File: src/core/vfp_regs.svh
// Register map and constants of the voltage and frequency protection
//
// Contract
// - Undervoltage starts per phase between block and start
// - Undervoltage voting off, one, two, all
// - Undervoltage start 30..130 default 52, block 0..20
// - Trip only after full delay, trip requested
// - Start-only option suppresses trip, resets false
// - Voltage delays 0..60000 ms, default 100
// - Blocking input holds start and trip inactive
// - Residual starts above threshold 2..60, default 30
// - Residual trip uses same definite delay
// - Period between consecutive rising zero crossings
// - Accept after four identical period measurements
// - Four invalid measurements force frequency zero
// - Measurement valid only above 30 percent voltage
// - Over-frequency starts after five values above setting
// - Over-frequency has configurable trip delay
// - Over-frequency enable; disabled keeps outputs inactive
// - Over-frequency blocking input holds outputs inactive
// - Over-frequency setting 40..60 Hz, 0.01 steps, 51
// - Overvoltage starts above threshold 30..130, default 63
`ifndef VFP_REGS_SVH
`define VFP_REGS_SVH
`define VFP_AW 8
`define VFP_CTRL 8'h00
`define VFP_OV_THR 8'h04
`define VFP_UV_THR 8'h08
`define VFP_RES_THR 8'h0C
`define VFP_OF_THR 8'h10
`define VFP_OV_DLY 8'h14
`define VFP_UV_DLY 8'h18
`define VFP_RES_DLY 8'h1C
`define VFP_OF_DLY 8'h20
`define VFP_STATUS 8'h24
`define VFP_PERIOD 8'h28
`define VFP_C_MODE 1:0
`define VFP_C_OV_EN 2
`define VFP_C_RES_EN 3
`define VFP_C_OF_EN 4
`define VFP_C_OV_SO 5
`define VFP_C_UV_SO 6
`define VFP_C_RES_SO 7
`define VFP_C_OF_SO 8
`define VFP_UV_ST 7:0
`define VFP_UV_BLK 15:8
`define VFP_OV_MIN 16'h001E
`define VFP_OV_MAX 16'h0082
`define VFP_OV_DEF 8'h3F
`define VFP_UV_MIN 16'h001E
`define VFP_UV_MAX 16'h0082
`define VFP_UV_DEF 8'h34
`define VFP_BLK_MIN 16'h0000
`define VFP_BLK_MAX 16'h0014
`define VFP_BLK_DEF 8'h0A
`define VFP_RES_MIN 16'h0002
`define VFP_RES_MAX 16'h003C
`define VFP_RES_DEF 8'h1E
`define VFP_OF_MIN 16'h0FA0
`define VFP_OF_MAX 16'h1770
`define VFP_OF_DEF 13'h13EC
`define VFP_DLY_MIN 16'h0000
`define VFP_DLY_MAX 16'hEA60
`define VFP_DLY_DEF 16'h0064
`define VFP_OFD_MIN 16'h0064
`define VFP_OFD_DEF 16'h00C8
`define VFP_T_OV 0
`define VFP_T_UV 1
`define VFP_T_RES 2
`define VFP_T_OF 3
`define VFP_CLK_NS 5
`define VFP_MS_NS 1000000
`define VFP_US_NS 1000
`define VFP_US_PER_S 1000000
`define VFP_F_MIN_HZ 40
`define VFP_F_MAX_HZ 70
`define VFP_CHZ_US 32'h05F5_E100
`define VFP_EVAL_PCT 8'h1E
`define VFP_ACCEPT_CNT 3'h4
`define VFP_INVALID_CNT 3'h4
`define VFP_OF_CNT 3'h5
`endif

File: src/core/vfp_pkg.sv
// Types shared by the voltage and frequency protection block
package vfp_pkg;
	typedef enum logic [1:0] {UV_OFF, UV_ONE, UV_TWO, UV_ALL} vfp_uv_mode_e;
	typedef struct packed {
		logic [7:0] res;
		logic [2:0][7:0] ph;
	} vfp_volt_s;
	typedef struct packed {
		logic of;
		logic res;
		logic uv;
		logic ov;
	} vfp_blk_s;
	typedef struct packed {
		logic of_trip;
		logic of_start;
		logic res_trip;
		logic res_start;
		logic uv_trip;
		logic uv_gen;
		logic [2:0] uv_start;
		logic ov_trip;
		logic ov_gen;
		logic [2:0] ov_start;
	} vfp_out_s;
	typedef struct packed {
		logic [17:0] sub;
		logic [15:0] ms;
	} vfp_tmr_s;
	typedef struct packed {
		logic pready;
		logic pslverr;
		logic [31:0] prdata;
		vfp_uv_mode_e uv_mode;
		logic [3:0] en;
		logic [3:0] so;
		logic [7:0] ov_thr;
		logic [7:0] uv_thr;
		logic [7:0] uv_blk;
		logic [7:0] res_thr;
		logic [12:0] of_thr;
		logic [3:0][15:0] dly;
		vfp_tmr_s [3:0] tmr;
		logic [7:0] us_sub;
		logic [15:0] per_cnt;
		logic armed;
		logic low_seen;
		logic [15:0] last_per;
		logic [2:0] same_cnt;
		logic [2:0] inv_cnt;
		logic [15:0] acc_per;
		logic [2:0] over_cnt;
		vfp_out_s out;
	} vfp_state_s;
endpackage : vfp_pkg

File: src/core/vfp_top.sv
// Voltage and frequency protection decision logic with APB settings
//
// Decided for this implementation: the APB interface to the registers and the register addresses.
`timescale 1ns/10ps
`include "vfp_regs.svh"
module vfp_top #(
	parameter int TICK_CYCLES = `VFP_MS_NS / `VFP_CLK_NS
) (
	// Clock and reset
	input wire logic pclk,
	input wire logic presetn,
	// APB slave
	input wire logic psel,
	input wire logic penable,
	input wire logic pwrite,
	input wire logic [`VFP_AW-1:0] paddr,
	input wire logic [31:0] pwdata,
	output logic [31:0] prdata,
	output logic pready,
	output logic pslverr,
	// Magnitudes, blocking inputs, zero crossings
	input wire vfp_pkg::vfp_volt_s volt,
	input wire vfp_pkg::vfp_blk_s blk,
	input wire logic zero_cross,
	// Start and trip outputs
	output vfp_pkg::vfp_out_s prot
);
	localparam int US_CYCLES = `VFP_US_NS / `VFP_CLK_NS;
	localparam logic [15:0] PER_MIN =
		16'(`VFP_US_PER_S / `VFP_F_MAX_HZ);
	localparam logic [15:0] PER_MAX =
		16'(`VFP_US_PER_S / `VFP_F_MIN_HZ);
	localparam logic [17:0] TICK_LAST = 18'(TICK_CYCLES - 1);
	localparam logic [7:0] US_LAST = 8'(US_CYCLES - 1);

	function automatic vfp_pkg::vfp_state_s rst_state();
		vfp_pkg::vfp_state_s s;
		s = '0;
		s.uv_mode = vfp_pkg::UV_ONE;
		s.en = 4'hF;
		s.ov_thr = `VFP_OV_DEF;
		s.uv_thr = `VFP_UV_DEF;
		s.uv_blk = `VFP_BLK_DEF;
		s.res_thr = `VFP_RES_DEF;
		s.of_thr = `VFP_OF_DEF;
		s.dly[`VFP_T_OV] = `VFP_DLY_DEF;
		s.dly[`VFP_T_UV] = `VFP_DLY_DEF;
		s.dly[`VFP_T_RES] = `VFP_DLY_DEF;
		s.dly[`VFP_T_OF] = `VFP_OFD_DEF;
		return s;
	endfunction : rst_state

	localparam vfp_pkg::vfp_state_s RST_STATE = rst_state();

	// Out-of-range writes saturate rather than being refused
	function automatic logic [15:0] clamp(
		input logic [31:0] v,
		input logic [15:0] lo,
		input logic [15:0] hi
	);
		if (v < 32'(lo))
			return lo;
		else if (v > 32'(hi))
			return hi;
		else
			return v[15:0];
	endfunction : clamp

	// Definite delay timer; counts whole ms while the start holds
	// The ms count saturates, so a start held for hours cannot wrap
	// back under the delay and drop an issued trip
	// A run of 0 clears both counts at once: no partial time is kept
	function automatic vfp_pkg::vfp_tmr_s tmr_step(
		input vfp_pkg::vfp_tmr_s t,
		input logic run
	);
		vfp_pkg::vfp_tmr_s n;
		n = '0;
		if (run)
		begin
			n = t;
			if (t.sub == TICK_LAST)
			begin
				n.sub = '0;
				if (t.ms != 16'hFFFF)
					n.ms = t.ms + 16'h0001;
			end
			else
				n.sub = t.sub + 18'h0_0001;
		end
		return n;
	endfunction : tmr_step

	// Saturating count; the accept and invalid runs must not wrap
	function automatic logic [2:0] inc_sat(
		input logic [2:0] c,
		input logic [2:0] top
	);
		return (c >= top) ? top : c + 3'h1;
	endfunction : inc_sat

	// Phase voting of the undervoltage general start
	// Mode 0 gives no start whatever the phases show
	function automatic logic vote(
		input vfp_pkg::vfp_uv_mode_e m,
		input logic [2:0] p
	);
		logic [1:0] n;
		n = 2'(p[0]) + 2'(p[1]) + 2'(p[2]);
		case (m)
			vfp_pkg::UV_ONE: return n >= 2'h1;
			vfp_pkg::UV_TWO: return n >= 2'h2;
			vfp_pkg::UV_ALL: return n == 2'h3;
			default: return 1'b0;
		endcase
	endfunction : vote

	vfp_pkg::vfp_state_s st;
	vfp_pkg::vfp_state_s next_st;

	assign prdata = st.prdata;
	assign pready = st.pready;
	assign pslverr = st.pslverr;
	assign prot = st.out;

	always_comb
	begin
		logic acc_ph;
		logic wr;
		logic hit;
		logic [31:0] rd;
		logic [2:0] ov_p;
		logic [2:0] uv_p;
		logic ov_g;
		logic uv_g;
		logic res_s;
		logic of_s;
		logic zc_ok;
		logic tout;
		logic [15:0] per;
		logic [28:0] prod;
		// Every local gets a value first so no latch is inferred
		ov_p = '0;
		uv_p = '0;
		ov_g = 1'b0;
		uv_g = 1'b0;
		res_s = 1'b0;
		of_s = 1'b0;
		zc_ok = 1'b0;
		tout = 1'b0;
		per = '0;
		prod = '0;
		next_st = st;
		acc_ph = psel & penable;
		wr = acc_ph & st.pready & pwrite;
		hit = 1'b1;
		rd = '0;
		// Address decode shared by read mux and error flag
		// Misaligned addresses fall through to the error branch
		if (paddr == `VFP_CTRL)
			rd = {23'h0, st.so, st.en[`VFP_T_OF], st.en[`VFP_T_RES],
				st.en[`VFP_T_OV], st.uv_mode};
		else if (paddr == `VFP_OV_THR)
			rd = {24'h0, st.ov_thr};
		else if (paddr == `VFP_UV_THR)
			rd = {16'h0, st.uv_blk, st.uv_thr};
		else if (paddr == `VFP_RES_THR)
			rd = {24'h0, st.res_thr};
		else if (paddr == `VFP_OF_THR)
			rd = {19'h0, st.of_thr};
		else if (paddr == `VFP_OV_DLY)
			rd = {16'h0, st.dly[`VFP_T_OV]};
		else if (paddr == `VFP_UV_DLY)
			rd = {16'h0, st.dly[`VFP_T_UV]};
		else if (paddr == `VFP_RES_DLY)
			rd = {16'h0, st.dly[`VFP_T_RES]};
		else if (paddr == `VFP_OF_DLY)
			rd = {16'h0, st.dly[`VFP_T_OF]};
		else if (paddr == `VFP_STATUS)
			rd = {18'h0, st.out};
		else if (paddr == `VFP_PERIOD)
			rd = {16'h0, st.acc_per};
		else
			hit = 1'b0;
		// Registered answer: one wait state, then pready for one cycle
		next_st.pready = acc_ph & ~st.pready;
		next_st.pslverr = acc_ph & ~st.pready & ~hit;
		next_st.prdata = (acc_ph & ~st.pready & ~pwrite) ? rd : '0;
		if (wr & hit)
		begin
			if (paddr == `VFP_CTRL)
			begin
				next_st.uv_mode =
					vfp_pkg::vfp_uv_mode_e'(pwdata[`VFP_C_MODE]);
				// Undervoltage has no enable bit; mode 0 disables it
				next_st.en = {pwdata[`VFP_C_OF_EN],
					pwdata[`VFP_C_RES_EN], 1'b1,
					pwdata[`VFP_C_OV_EN]};
				next_st.so = pwdata[`VFP_C_OF_SO:`VFP_C_OV_SO];
			end
			else if (paddr == `VFP_OV_THR)
				next_st.ov_thr =
					8'(clamp(pwdata, `VFP_OV_MIN, `VFP_OV_MAX));
			else if (paddr == `VFP_UV_THR)
			begin
				next_st.uv_thr = 8'(clamp({24'h0, pwdata[`VFP_UV_ST]},
					`VFP_UV_MIN, `VFP_UV_MAX));
				next_st.uv_blk = 8'(clamp({24'h0, pwdata[`VFP_UV_BLK]},
					`VFP_BLK_MIN, `VFP_BLK_MAX));
			end
			else if (paddr == `VFP_RES_THR)
				next_st.res_thr =
					8'(clamp(pwdata, `VFP_RES_MIN, `VFP_RES_MAX));
			else if (paddr == `VFP_OF_THR)
				next_st.of_thr =
					13'(clamp(pwdata, `VFP_OF_MIN, `VFP_OF_MAX));
			else if (paddr == `VFP_OV_DLY)
				next_st.dly[`VFP_T_OV] =
					clamp(pwdata, `VFP_DLY_MIN, `VFP_DLY_MAX);
			else if (paddr == `VFP_UV_DLY)
				next_st.dly[`VFP_T_UV] =
					clamp(pwdata, `VFP_DLY_MIN, `VFP_DLY_MAX);
			else if (paddr == `VFP_RES_DLY)
				next_st.dly[`VFP_T_RES] =
					clamp(pwdata, `VFP_DLY_MIN, `VFP_DLY_MAX);
			else if (paddr == `VFP_OF_DLY)
				next_st.dly[`VFP_T_OF] =
					clamp(pwdata, `VFP_OFD_MIN, `VFP_DLY_MAX);
		end

		// Voltage elements
		for (int i = 0; i < 3; i++)
		begin
			ov_p[i] = st.en[`VFP_T_OV] & ~blk.ov
				& (volt.ph[i] > st.ov_thr);
			uv_p[i] = (st.uv_mode != vfp_pkg::UV_OFF) & ~blk.uv
				& (volt.ph[i] < st.uv_thr)
				& (volt.ph[i] > st.uv_blk);
		end
		ov_g = |ov_p;
		uv_g = vote(st.uv_mode, uv_p);
		res_s = st.en[`VFP_T_RES] & ~blk.res
			& (volt.res > st.res_thr);

		// Period measurement in microseconds
		// Resolution is 1 us; two periods count as identical for
		// acceptance only when they give the same whole-us count
		// A missing crossing ends the period at the longest legal
		// value, so a dead input still runs the invalid count
		tout = 1'b0;
		per = st.per_cnt;
		if (zero_cross)
		begin
			next_st.us_sub = '0;
			next_st.per_cnt = '0;
			next_st.armed = 1'b1;
		end
		else if (st.us_sub == US_LAST)
		begin
			next_st.us_sub = '0;
			if (st.per_cnt == PER_MAX)
			begin
				tout = 1'b1;
				next_st.per_cnt = '0;
			end
			else
				next_st.per_cnt = st.per_cnt + 16'h0001;
		end
		else
			next_st.us_sub = st.us_sub + 8'h01;
		// A dip at any time during the period spoils that period
		zc_ok = zero_cross & st.armed & ~st.low_seen
			& (volt.ph[0] > `VFP_EVAL_PCT)
			& (per >= PER_MIN) & (per <= PER_MAX);
		if (zero_cross | tout)
			next_st.low_seen = volt.ph[0] <= `VFP_EVAL_PCT;
		else if (volt.ph[0] <= `VFP_EVAL_PCT)
			next_st.low_seen = 1'b1;

		if (zero_cross | tout)
		begin
			if (zc_ok)
			begin
				next_st.inv_cnt = '0;
				next_st.last_per = per;
				next_st.same_cnt = (per == st.last_per)
					? inc_sat(st.same_cnt, `VFP_ACCEPT_CNT)
					: 3'h1;
				if (next_st.same_cnt >= `VFP_ACCEPT_CNT)
					next_st.acc_per = per;
			end
			else
			begin
				next_st.same_cnt = '0;
				next_st.inv_cnt = inc_sat(st.inv_cnt, `VFP_INVALID_CNT);
				if (next_st.inv_cnt >= `VFP_INVALID_CNT)
					next_st.acc_per = '0;
			end
			// f > setting is period * setting below 1e8 cHz*us
			prod = 29'(next_st.acc_per) * 29'(st.of_thr);
			if ((next_st.acc_per != '0)
				&& (32'(prod) < `VFP_CHZ_US))
				next_st.over_cnt = inc_sat(st.over_cnt, `VFP_OF_CNT);
			else
				next_st.over_cnt = '0;
		end
		if (~st.en[`VFP_T_OF])
			next_st.over_cnt = '0;
		of_s = st.en[`VFP_T_OF] & ~blk.of
			& (next_st.over_cnt >= `VFP_OF_CNT);

		// Definite delays and trips
		// Trips compare the registered timer, so they lag the timer
		// by one cycle; a delay of 0 trips together with the start
		next_st.tmr[`VFP_T_OV] = tmr_step(st.tmr[`VFP_T_OV], ov_g);
		next_st.tmr[`VFP_T_UV] = tmr_step(st.tmr[`VFP_T_UV], uv_g);
		next_st.tmr[`VFP_T_RES] = tmr_step(st.tmr[`VFP_T_RES], res_s);
		next_st.tmr[`VFP_T_OF] = tmr_step(st.tmr[`VFP_T_OF], of_s);
		next_st.out.ov_start = ov_p;
		next_st.out.ov_gen = ov_g;
		next_st.out.ov_trip = ov_g & ~st.so[`VFP_T_OV]
			& (st.tmr[`VFP_T_OV].ms >= st.dly[`VFP_T_OV]);
		next_st.out.uv_start = uv_p;
		next_st.out.uv_gen = uv_g;
		next_st.out.uv_trip = uv_g & ~st.so[`VFP_T_UV]
			& (st.tmr[`VFP_T_UV].ms >= st.dly[`VFP_T_UV]);
		next_st.out.res_start = res_s;
		next_st.out.res_trip = res_s & ~st.so[`VFP_T_RES]
			& (st.tmr[`VFP_T_RES].ms >= st.dly[`VFP_T_RES]);
		next_st.out.of_start = of_s;
		next_st.out.of_trip = of_s & ~st.so[`VFP_T_OF]
			& (st.tmr[`VFP_T_OF].ms >= st.dly[`VFP_T_OF]);
	end

	always_ff @(posedge pclk or negedge presetn)
	begin
		if (!presetn)
			st <= RST_STATE;
		else
			st <= next_st;
	end
endmodule : vfp_top

File: config.mk
export PLATFORM = sky130hd
export DESIGN_NAME = vfp_top
export DESIGN_NICKNAME = d
export VERILOG_FILES = /design/src/core/vfp_pkg.sv /design/src/core/vfp_top.sv
export VERILOG_INCLUDE_DIRS = /design/src /design/src/core
export SDC_FILE = /design/constraint.sdc
export NUM_CORES = 1
export LEC_CHECK = 0
export ABC_AREA = 1
export BUFFER_PORTS_ARGS = -buffer_cell sky130_fd_sc_hd__buf_4
export CAP_MARGIN = 20
export CORE_MARGIN = 2
export CORE_UTILIZATION = 45
export DETAILED_ROUTE_END_ITERATION = 8
export PLACE_DENSITY = 0.66
export SYNTH_ARGS = -nofsm -noshare
export SYNTH_HDL_FRONTEND = slang
export SYNTH_SLANG_ARGS = --single-unit
File: constraint.sdc
create_clock -name pclk -period 7.7 [get_ports pclk]
set_input_delay 1.925 -clock pclk [delete_from_list [all_inputs] [get_ports pclk]]
set_output_delay 1.925 -clock pclk [all_outputs]
set_load 0.01 [all_outputs]
# [Word level (Yosys, flattened, before mapping)]
# Cells that the tools add are included.
[classes] reduce_logical=21 bitwise_logic=56 addsub=15 n_eq_ne=33 muxes=72 magnitude_cmp=39 n_mul=1
[ops] operator="16-bit two-way mux" count=26
[ops] operator="34-bit two-way mux" count=4
[ops] operator="16-bit by 1-bit adder with 16-bit output (second input constant)" count=5
[ops] operator="18-bit by 1-bit adder with 18-bit output (second input constant)" count=4
[ops] operator="18-bit == test (second input constant)" count=4
[ops] operator="18-bit two-way mux" count=4
[ops] operator="16-bit greater-or-equal comparator" count=4
[ops] operator="8-bit two-way mux" count=8
[ops] operator="16-bit != test (second input constant)" count=4
[ops] operator="8-bit > comparator" count=7
[ops] operator="22-bit two-way mux" count=2
[ops] operator="1-bit AND" count=35
[ops] operator="8-bit by 5-bit == test with 1-bit output (second input constant)" count=4
[ops] operator="32-bit by 13-bit > comparator with 1-bit output (second input constant)" count=1
[ops] operator="32-bit by 16-bit > comparator with 1-bit output (second input constant)" count=1
[ops] operator="32-bit by 6-bit > comparator with 1-bit output (second input constant)" count=1
[ops] operator="32-bit by 8-bit > comparator with 1-bit output (second input constant)" count=1
[ops] operator="32-bit by 1-bit less-than comparator with 1-bit output (second input constant)" count=1
[ops] operator="32-bit by 12-bit less-than comparator with 1-bit output (second input constant)" count=1
[ops] operator="32-bit by 2-bit less-than comparator with 1-bit output (second input constant)" count=1
[ops] operator="32-bit by 5-bit less-than comparator with 1-bit output (second input constant)" count=1
[ops] operator="32-bit by 7-bit less-than comparator with 1-bit output (second input constant)" count=1
[ops] operator="32-bit two-way mux" count=1
[ops] operator="29-bit by 27-bit less-than comparator with 1-bit output (second input constant)" count=1
[ops] operator="45 further kinds" count=115
[word_totals] register_bits=369 wordCells=279 in_bits=82 output_inout_bits=48

# [Logic depth before layout (Yosys ltp)]
[logic_depth] ltp_word=17 ltp_mapped=48 depth_no_buf=44

# [Least setup slack after synthesis]
# OpenSTA, ideal clock, no wires.
[synth_timing] path_type="input-to-reg" startpoint="in volt[4] in the netlist's numbering" endpoint="reg st[202] in the netlist's numbering" stages=39 setup_slack_ns=-0.674 setup_time_ns=0.185 t_arrival_ns=8.189 n_path_buf=4 required_ns=7.515 cell_sequence="nand2_1 nor2_1 nand2_1 nand3_1 nand2_1 a21oi_2 nand2_4 buf_2 buf_2 o21ai_0 clkbuf_1 nand2_1 fa_1 inv_1 fa_1 fa_1 fa_1 inv_1 (+3 left out) a21oi_1 inv_1 a21oi_1 a21boi_0 nor2_1 nor3_1 nand2_1 nand2_1 nand4_1 nor2_1 nand2_1 nand2_1 nand2_2 nand2_1 nand2_2 nand2_4 buf_6 nor3_2"
[synth_rtl] item="start: declaration" line="vfp_top.sv:22" text="input wire vfp_pkg::vfp_volt_s volt,"
[synth_rtl] item="end signal: assignment" line="vfp_top.sv:340" text="st <= next_st;"
[synth_rtl] item="end: declaration" line="vfp_top.sv:118" text="vfp_pkg::vfp_state_s st;"

# [Worst setup path after layout]
[layout_timing] startpoint="in volt[2] in the netlist's numbering" endpoint="reg st[190] in the netlist's numbering"
[layout_via] elab_chain_cells=16 elab_cells_between_ends=19 classes_between="1 x mul; 3 x order compare; 2 x eq/ne; 6 x mux; 4 x bitwise; 3 x reduce/logical"
[layout_lines] item="8-bit by 5-bit > comparator with 1-bit output (no line) (*)"
[layout_lines] item="1-bit AND (*) (3 in series)" line="vfp_top.sv:272" text="zc_ok = zero_cross & st.armed & ~st.low_seen"
[layout_lines] item="22-bit two-way mux (*)" line="vfp_top.sv:282" text="if (zc_ok)"
[layout_lines] item="22-bit two-way mux (*)" line="vfp_top.sv:280" text="if (zero_cross | tout)"
[layout_lines] item="16-bit by 13-bit multiplier with 29-bit output" line="vfp_top.sv:300" text="prod = 29'(next_st.acc_per) * 29'(st.of_thr);"
[layout_lines] item="29-bit by 27-bit less-than comparator with 1-bit output (no line)"
[layout_lines] item="1-bit logical AND (*)" line="vfp_top.sv:301" text="if ((next_st.acc_per != '0)"
[layout_lines] item="3-bit two-way mux (*)" line="vfp_top.sv:301"
[layout_lines] item="3-bit two-way mux (*)" line="vfp_top.sv:280"
[layout_lines] item="3-bit two-way mux (*)" line="vfp_top.sv:307" text="if (~st.en[`VFP_T_OF])"
[layout_lines] item="3-bit greater-or-equal comparator (no line) (*)"
[layout_lines] item="1-bit AND (*)" line="vfp_top.sv:309" text="of_s = st.en[`VFP_T_OF] & ~blk.of"
[layout_lines] item="2-bit by 1-bit != test with 1-bit output (no line)"
[layout_lines] item="2-bit AND reduction (no line)"
# Every way passes the cells marked *; elsewhere a longest branch is shown, timed or not. The select of a mux whose other input is x is not followed.
# A chain may end at the register's enable or synchronous reset.

==> metrics.md <==
| Metric | Value |
|---|---|
| Sequential Area | 8880 µm² |
| Asr flop ratio synth | 100% |
| Commonest cells after routing, fill and taps aside | inv_1, nand2_1, nor2_1 |
| HP Class | register to register |
| CTS H-tree depth | 2 |
| Die Area | 65,500 µm² |
| Row count | 92 |
| Cell repeated most along the worst path | nand2_4 |
| CTS tree | yes |
| NetSw | 1.62 mW |
| Area contributors post-synth | dfrtp_1, fa_1, ha_1 |
| Avg Vias per Cell | 5.37 |
| NumNets Final | 4,408 |
| Inserted Clock Buffers | 42 |
| Area taken by multi-input logic gates | 17,300 µm² |
| # IOs | 130 |
| Combinational Power Share | 24.5% |
| Die width | 256 µm |
| Final instance area | 34,000 µm² |
| Critical path class | input pin to register |
| Final WS setup | -0.424 ns |
| P_leak | 16.7 nW |
| PwrDens | 159 nW/µm² |
| Yosys reg bits | 353 |
| Max Cap Viol | 0 |
| Cell Area, Placed | 31,300 µm² |
| Via count | 25,900 |
| ANT nets after route | 0 |
| Critical Path RT | 8.15 ns |
| Critical path's slowest cell | fa_1 |
| Startpoint Class | input pin |
| Final worst path period need | 8.12 ns |
| Highest routed layer | met5 |
| Worst slew pin tran | 0.979 ns |
| Largest net degree at the start of global routing | 148 |
| VDD IR-drop max | 0.148 mV |
| DRT Wirelength | 87,600 µm |
| Clk_skew | 0.0196 ns |
| Seq/Total Area, Yosys | 31.1% |
| Vias in the first global route | 25,000 |
| Setup WS pre-CTS | -1.47 ns |
| Clock power frac | 40.7% |
| Starting Density | 45.4% |
| Final setup fails | 37 |
| CP Capture Type | register |
| Wirelength per Cell | 18.2 µm |
| Worst-path clk slew | 0.06 ns |
| Clk_lat worst skew | 0.57 ns |
| Fill cells | 5,891 |
| CP Max Fanout | 7 |
| N_diodes | 0 |
| Final hold vios | 0 |
| Detailed Route Iter0 Violations | 2,494 |
| Detailed Place HPWL | 68,000 µm |
| Prevailing post-synth register cell | dfrtp_1 |
| Post-synthesis cell area | 28,600 µm² |
| Switch share | 30.0% |
| Router iterations before antenna repair | 6 |
| WP data arrival | 8.58 ns |
| Synth area leader | dfrtp_1 |
| Pwr Total | 5.42 mW |
| DR DRC count | 0 |
| Metal3 WL | 6970 µm |
| Top cell type's share of synthesized area | 27.5% |
| Status | finished with violations |
| RSZ-0062 raised after global routing | true |
| Initial antenna violation count | 2 |
| Slew margin rel. | 34.6% |
| RePlAce Congestion | 1.00 |
| Layout cell share with drive strength beyond 1 | 16.7% |
| CTS Buffer Depth | 3 |
| Synth Warn # | 0 |
| First-pass GRT wire length | 139,000 µm |
| Sink Count | 353 |
| Cells after Synth | 3,702 |
| Die H | 256 µm |
| Area delta synth->final | 19.2% |
| GRT Total Usage | 26.7% |
| Fin crit share | 106% |
| Routed length on met1 | 38,400 µm |
| Sequential Power Share | 34.8% |
| Commonest non-fill, non-tap cell in the layout | inv_1 |
| Fmax | 123 MHz |
| Avg Inst Size Synth | 7.71 µm² |
| Number of port buffers | 113 |
| Slew Viols, Final | 0 |
| Failing checks | setup timing |
| EDFF count, synth | 0 |
| Root Driver | clkbuf_16 |
| Setup TNS | -12.98 ns |
| Met2 WL | 38,900 µm |
| Overflow after GRT | 0 |
| Core area | 62,900 µm² |
| Slowest stage delay, CP | 0.55 ns |
| Distinct cells, synth | 62 |
| P_int | 3.79 mW |
## worst max-delay path: cells and delay by family
family          cells  cell delay, ns
compound gates      2            0.39
fa+ha+maj           6            2.84
simple gates       26            2.33
buf+inv            11            1.05
## metrics by stage
step,hold slack (ns),util (%),instances
2_1_floorplan,0.432,-,3717
3_3_place_gp,0.448,49.9,4701
3_5_place_dp,0.452,49.9,4701
4_1_cts,0.468,53.5,4806
5_1_grt,0.489,54.1,4821
6_report,0.464,54.1,4821
## power groups by stage
stage / combinational, mW / sequential, mW / clock [mW]
2_1_floorplan: 0.731 / 1.92 / 0
3_3_place_gp: 1.18 / 1.92 / 0
3_5_place_dp: 1.19 / 1.92 / 0
4_1_cts: 1.29 / 1.89 / 2.23
5_1_grt: 1.48 / 1.89 / 2.31
6_report: 1.33 / 1.89 / 2.20
## synth_stat cells, types with 9 or more instances
library cell	count
a21oi_1	162
nor3_1	82
a221oi_1	16
dfstp_2	39
a31oi_1	14
o22ai_1	33
xor2_1	35
nand2_1	657
buf_4	50
fa_1	154
o221ai_1	15
buf_2	9
o211ai_1	16
ha_1	230
a22oi_1	14
nand4_1	67
nand3_1	124
nor3_2	11
o21a_1	29
a21boi_0	11
dfrtp_1	314
clkbuf_1	63
o21ai_0	263
nor2_1	409
nand2_2	17
nor4_1	31
inv_1	704
inv_2	15
a211oi_1	13
## per-layer routing
layer,up-vias,track usage (%)
met4,4,9.03
met5,-,0
met3,203,4.78
met2,979,42.2
met1,12300,37.1
li1,12400,-
## sequential cells by signal, summed over array words and instances, names as in the netlist
name and count:
st 321, prdata 16, prot 14, pready 1
pslverr 1
## area by class of cell
type | count | area share, %
Clock inverter | 19 | 0.864
Inverter | 723 | 8.09
Clock buffer | 58 | 3.62
Tap cell | 846 | 3.11
Timing Repair Buffer | 305 | 7.51
Sequential cell | 353 | 26.1
Multi-Input combinational cell | 2517 | 50.7
## path summary, 6_finish.rpt
check,startpoint,endpoint,slack [ns],cells past startpoint
setup / recovery,volt[2],st[190],-0.42,45
hold / removal,st[73],st[73],0.46,1
setup reg to reg,st[67],st[190],0.19,45
hold reg to reg,st[73],st[73],0.46,1
max in group asynchronous,presetn,prdata[11],4.98,2
min in group asynchronous,presetn,st[142],1.34,1
## cells by family after synthesis
kind of cell | synth area share, %
buf+inv | 12.1
flops | 31.1
simple gates | 21.7
compound gates | 12.9
mux | 0.0351
xor+xnor | 1.26
other cells | 0.0131
fa+ha+maj | 20.9
## what timing repair did
action | CTS | global route
gates resized for setup | 137 | 59
setup buffers | 23 | 11
hold buffers | 0 | 0
setup endpoints to repair | 39 | 39
pin swaps | 79 | 65
gates cloned | 5 | 6
(Power assumes the default switching activity.)
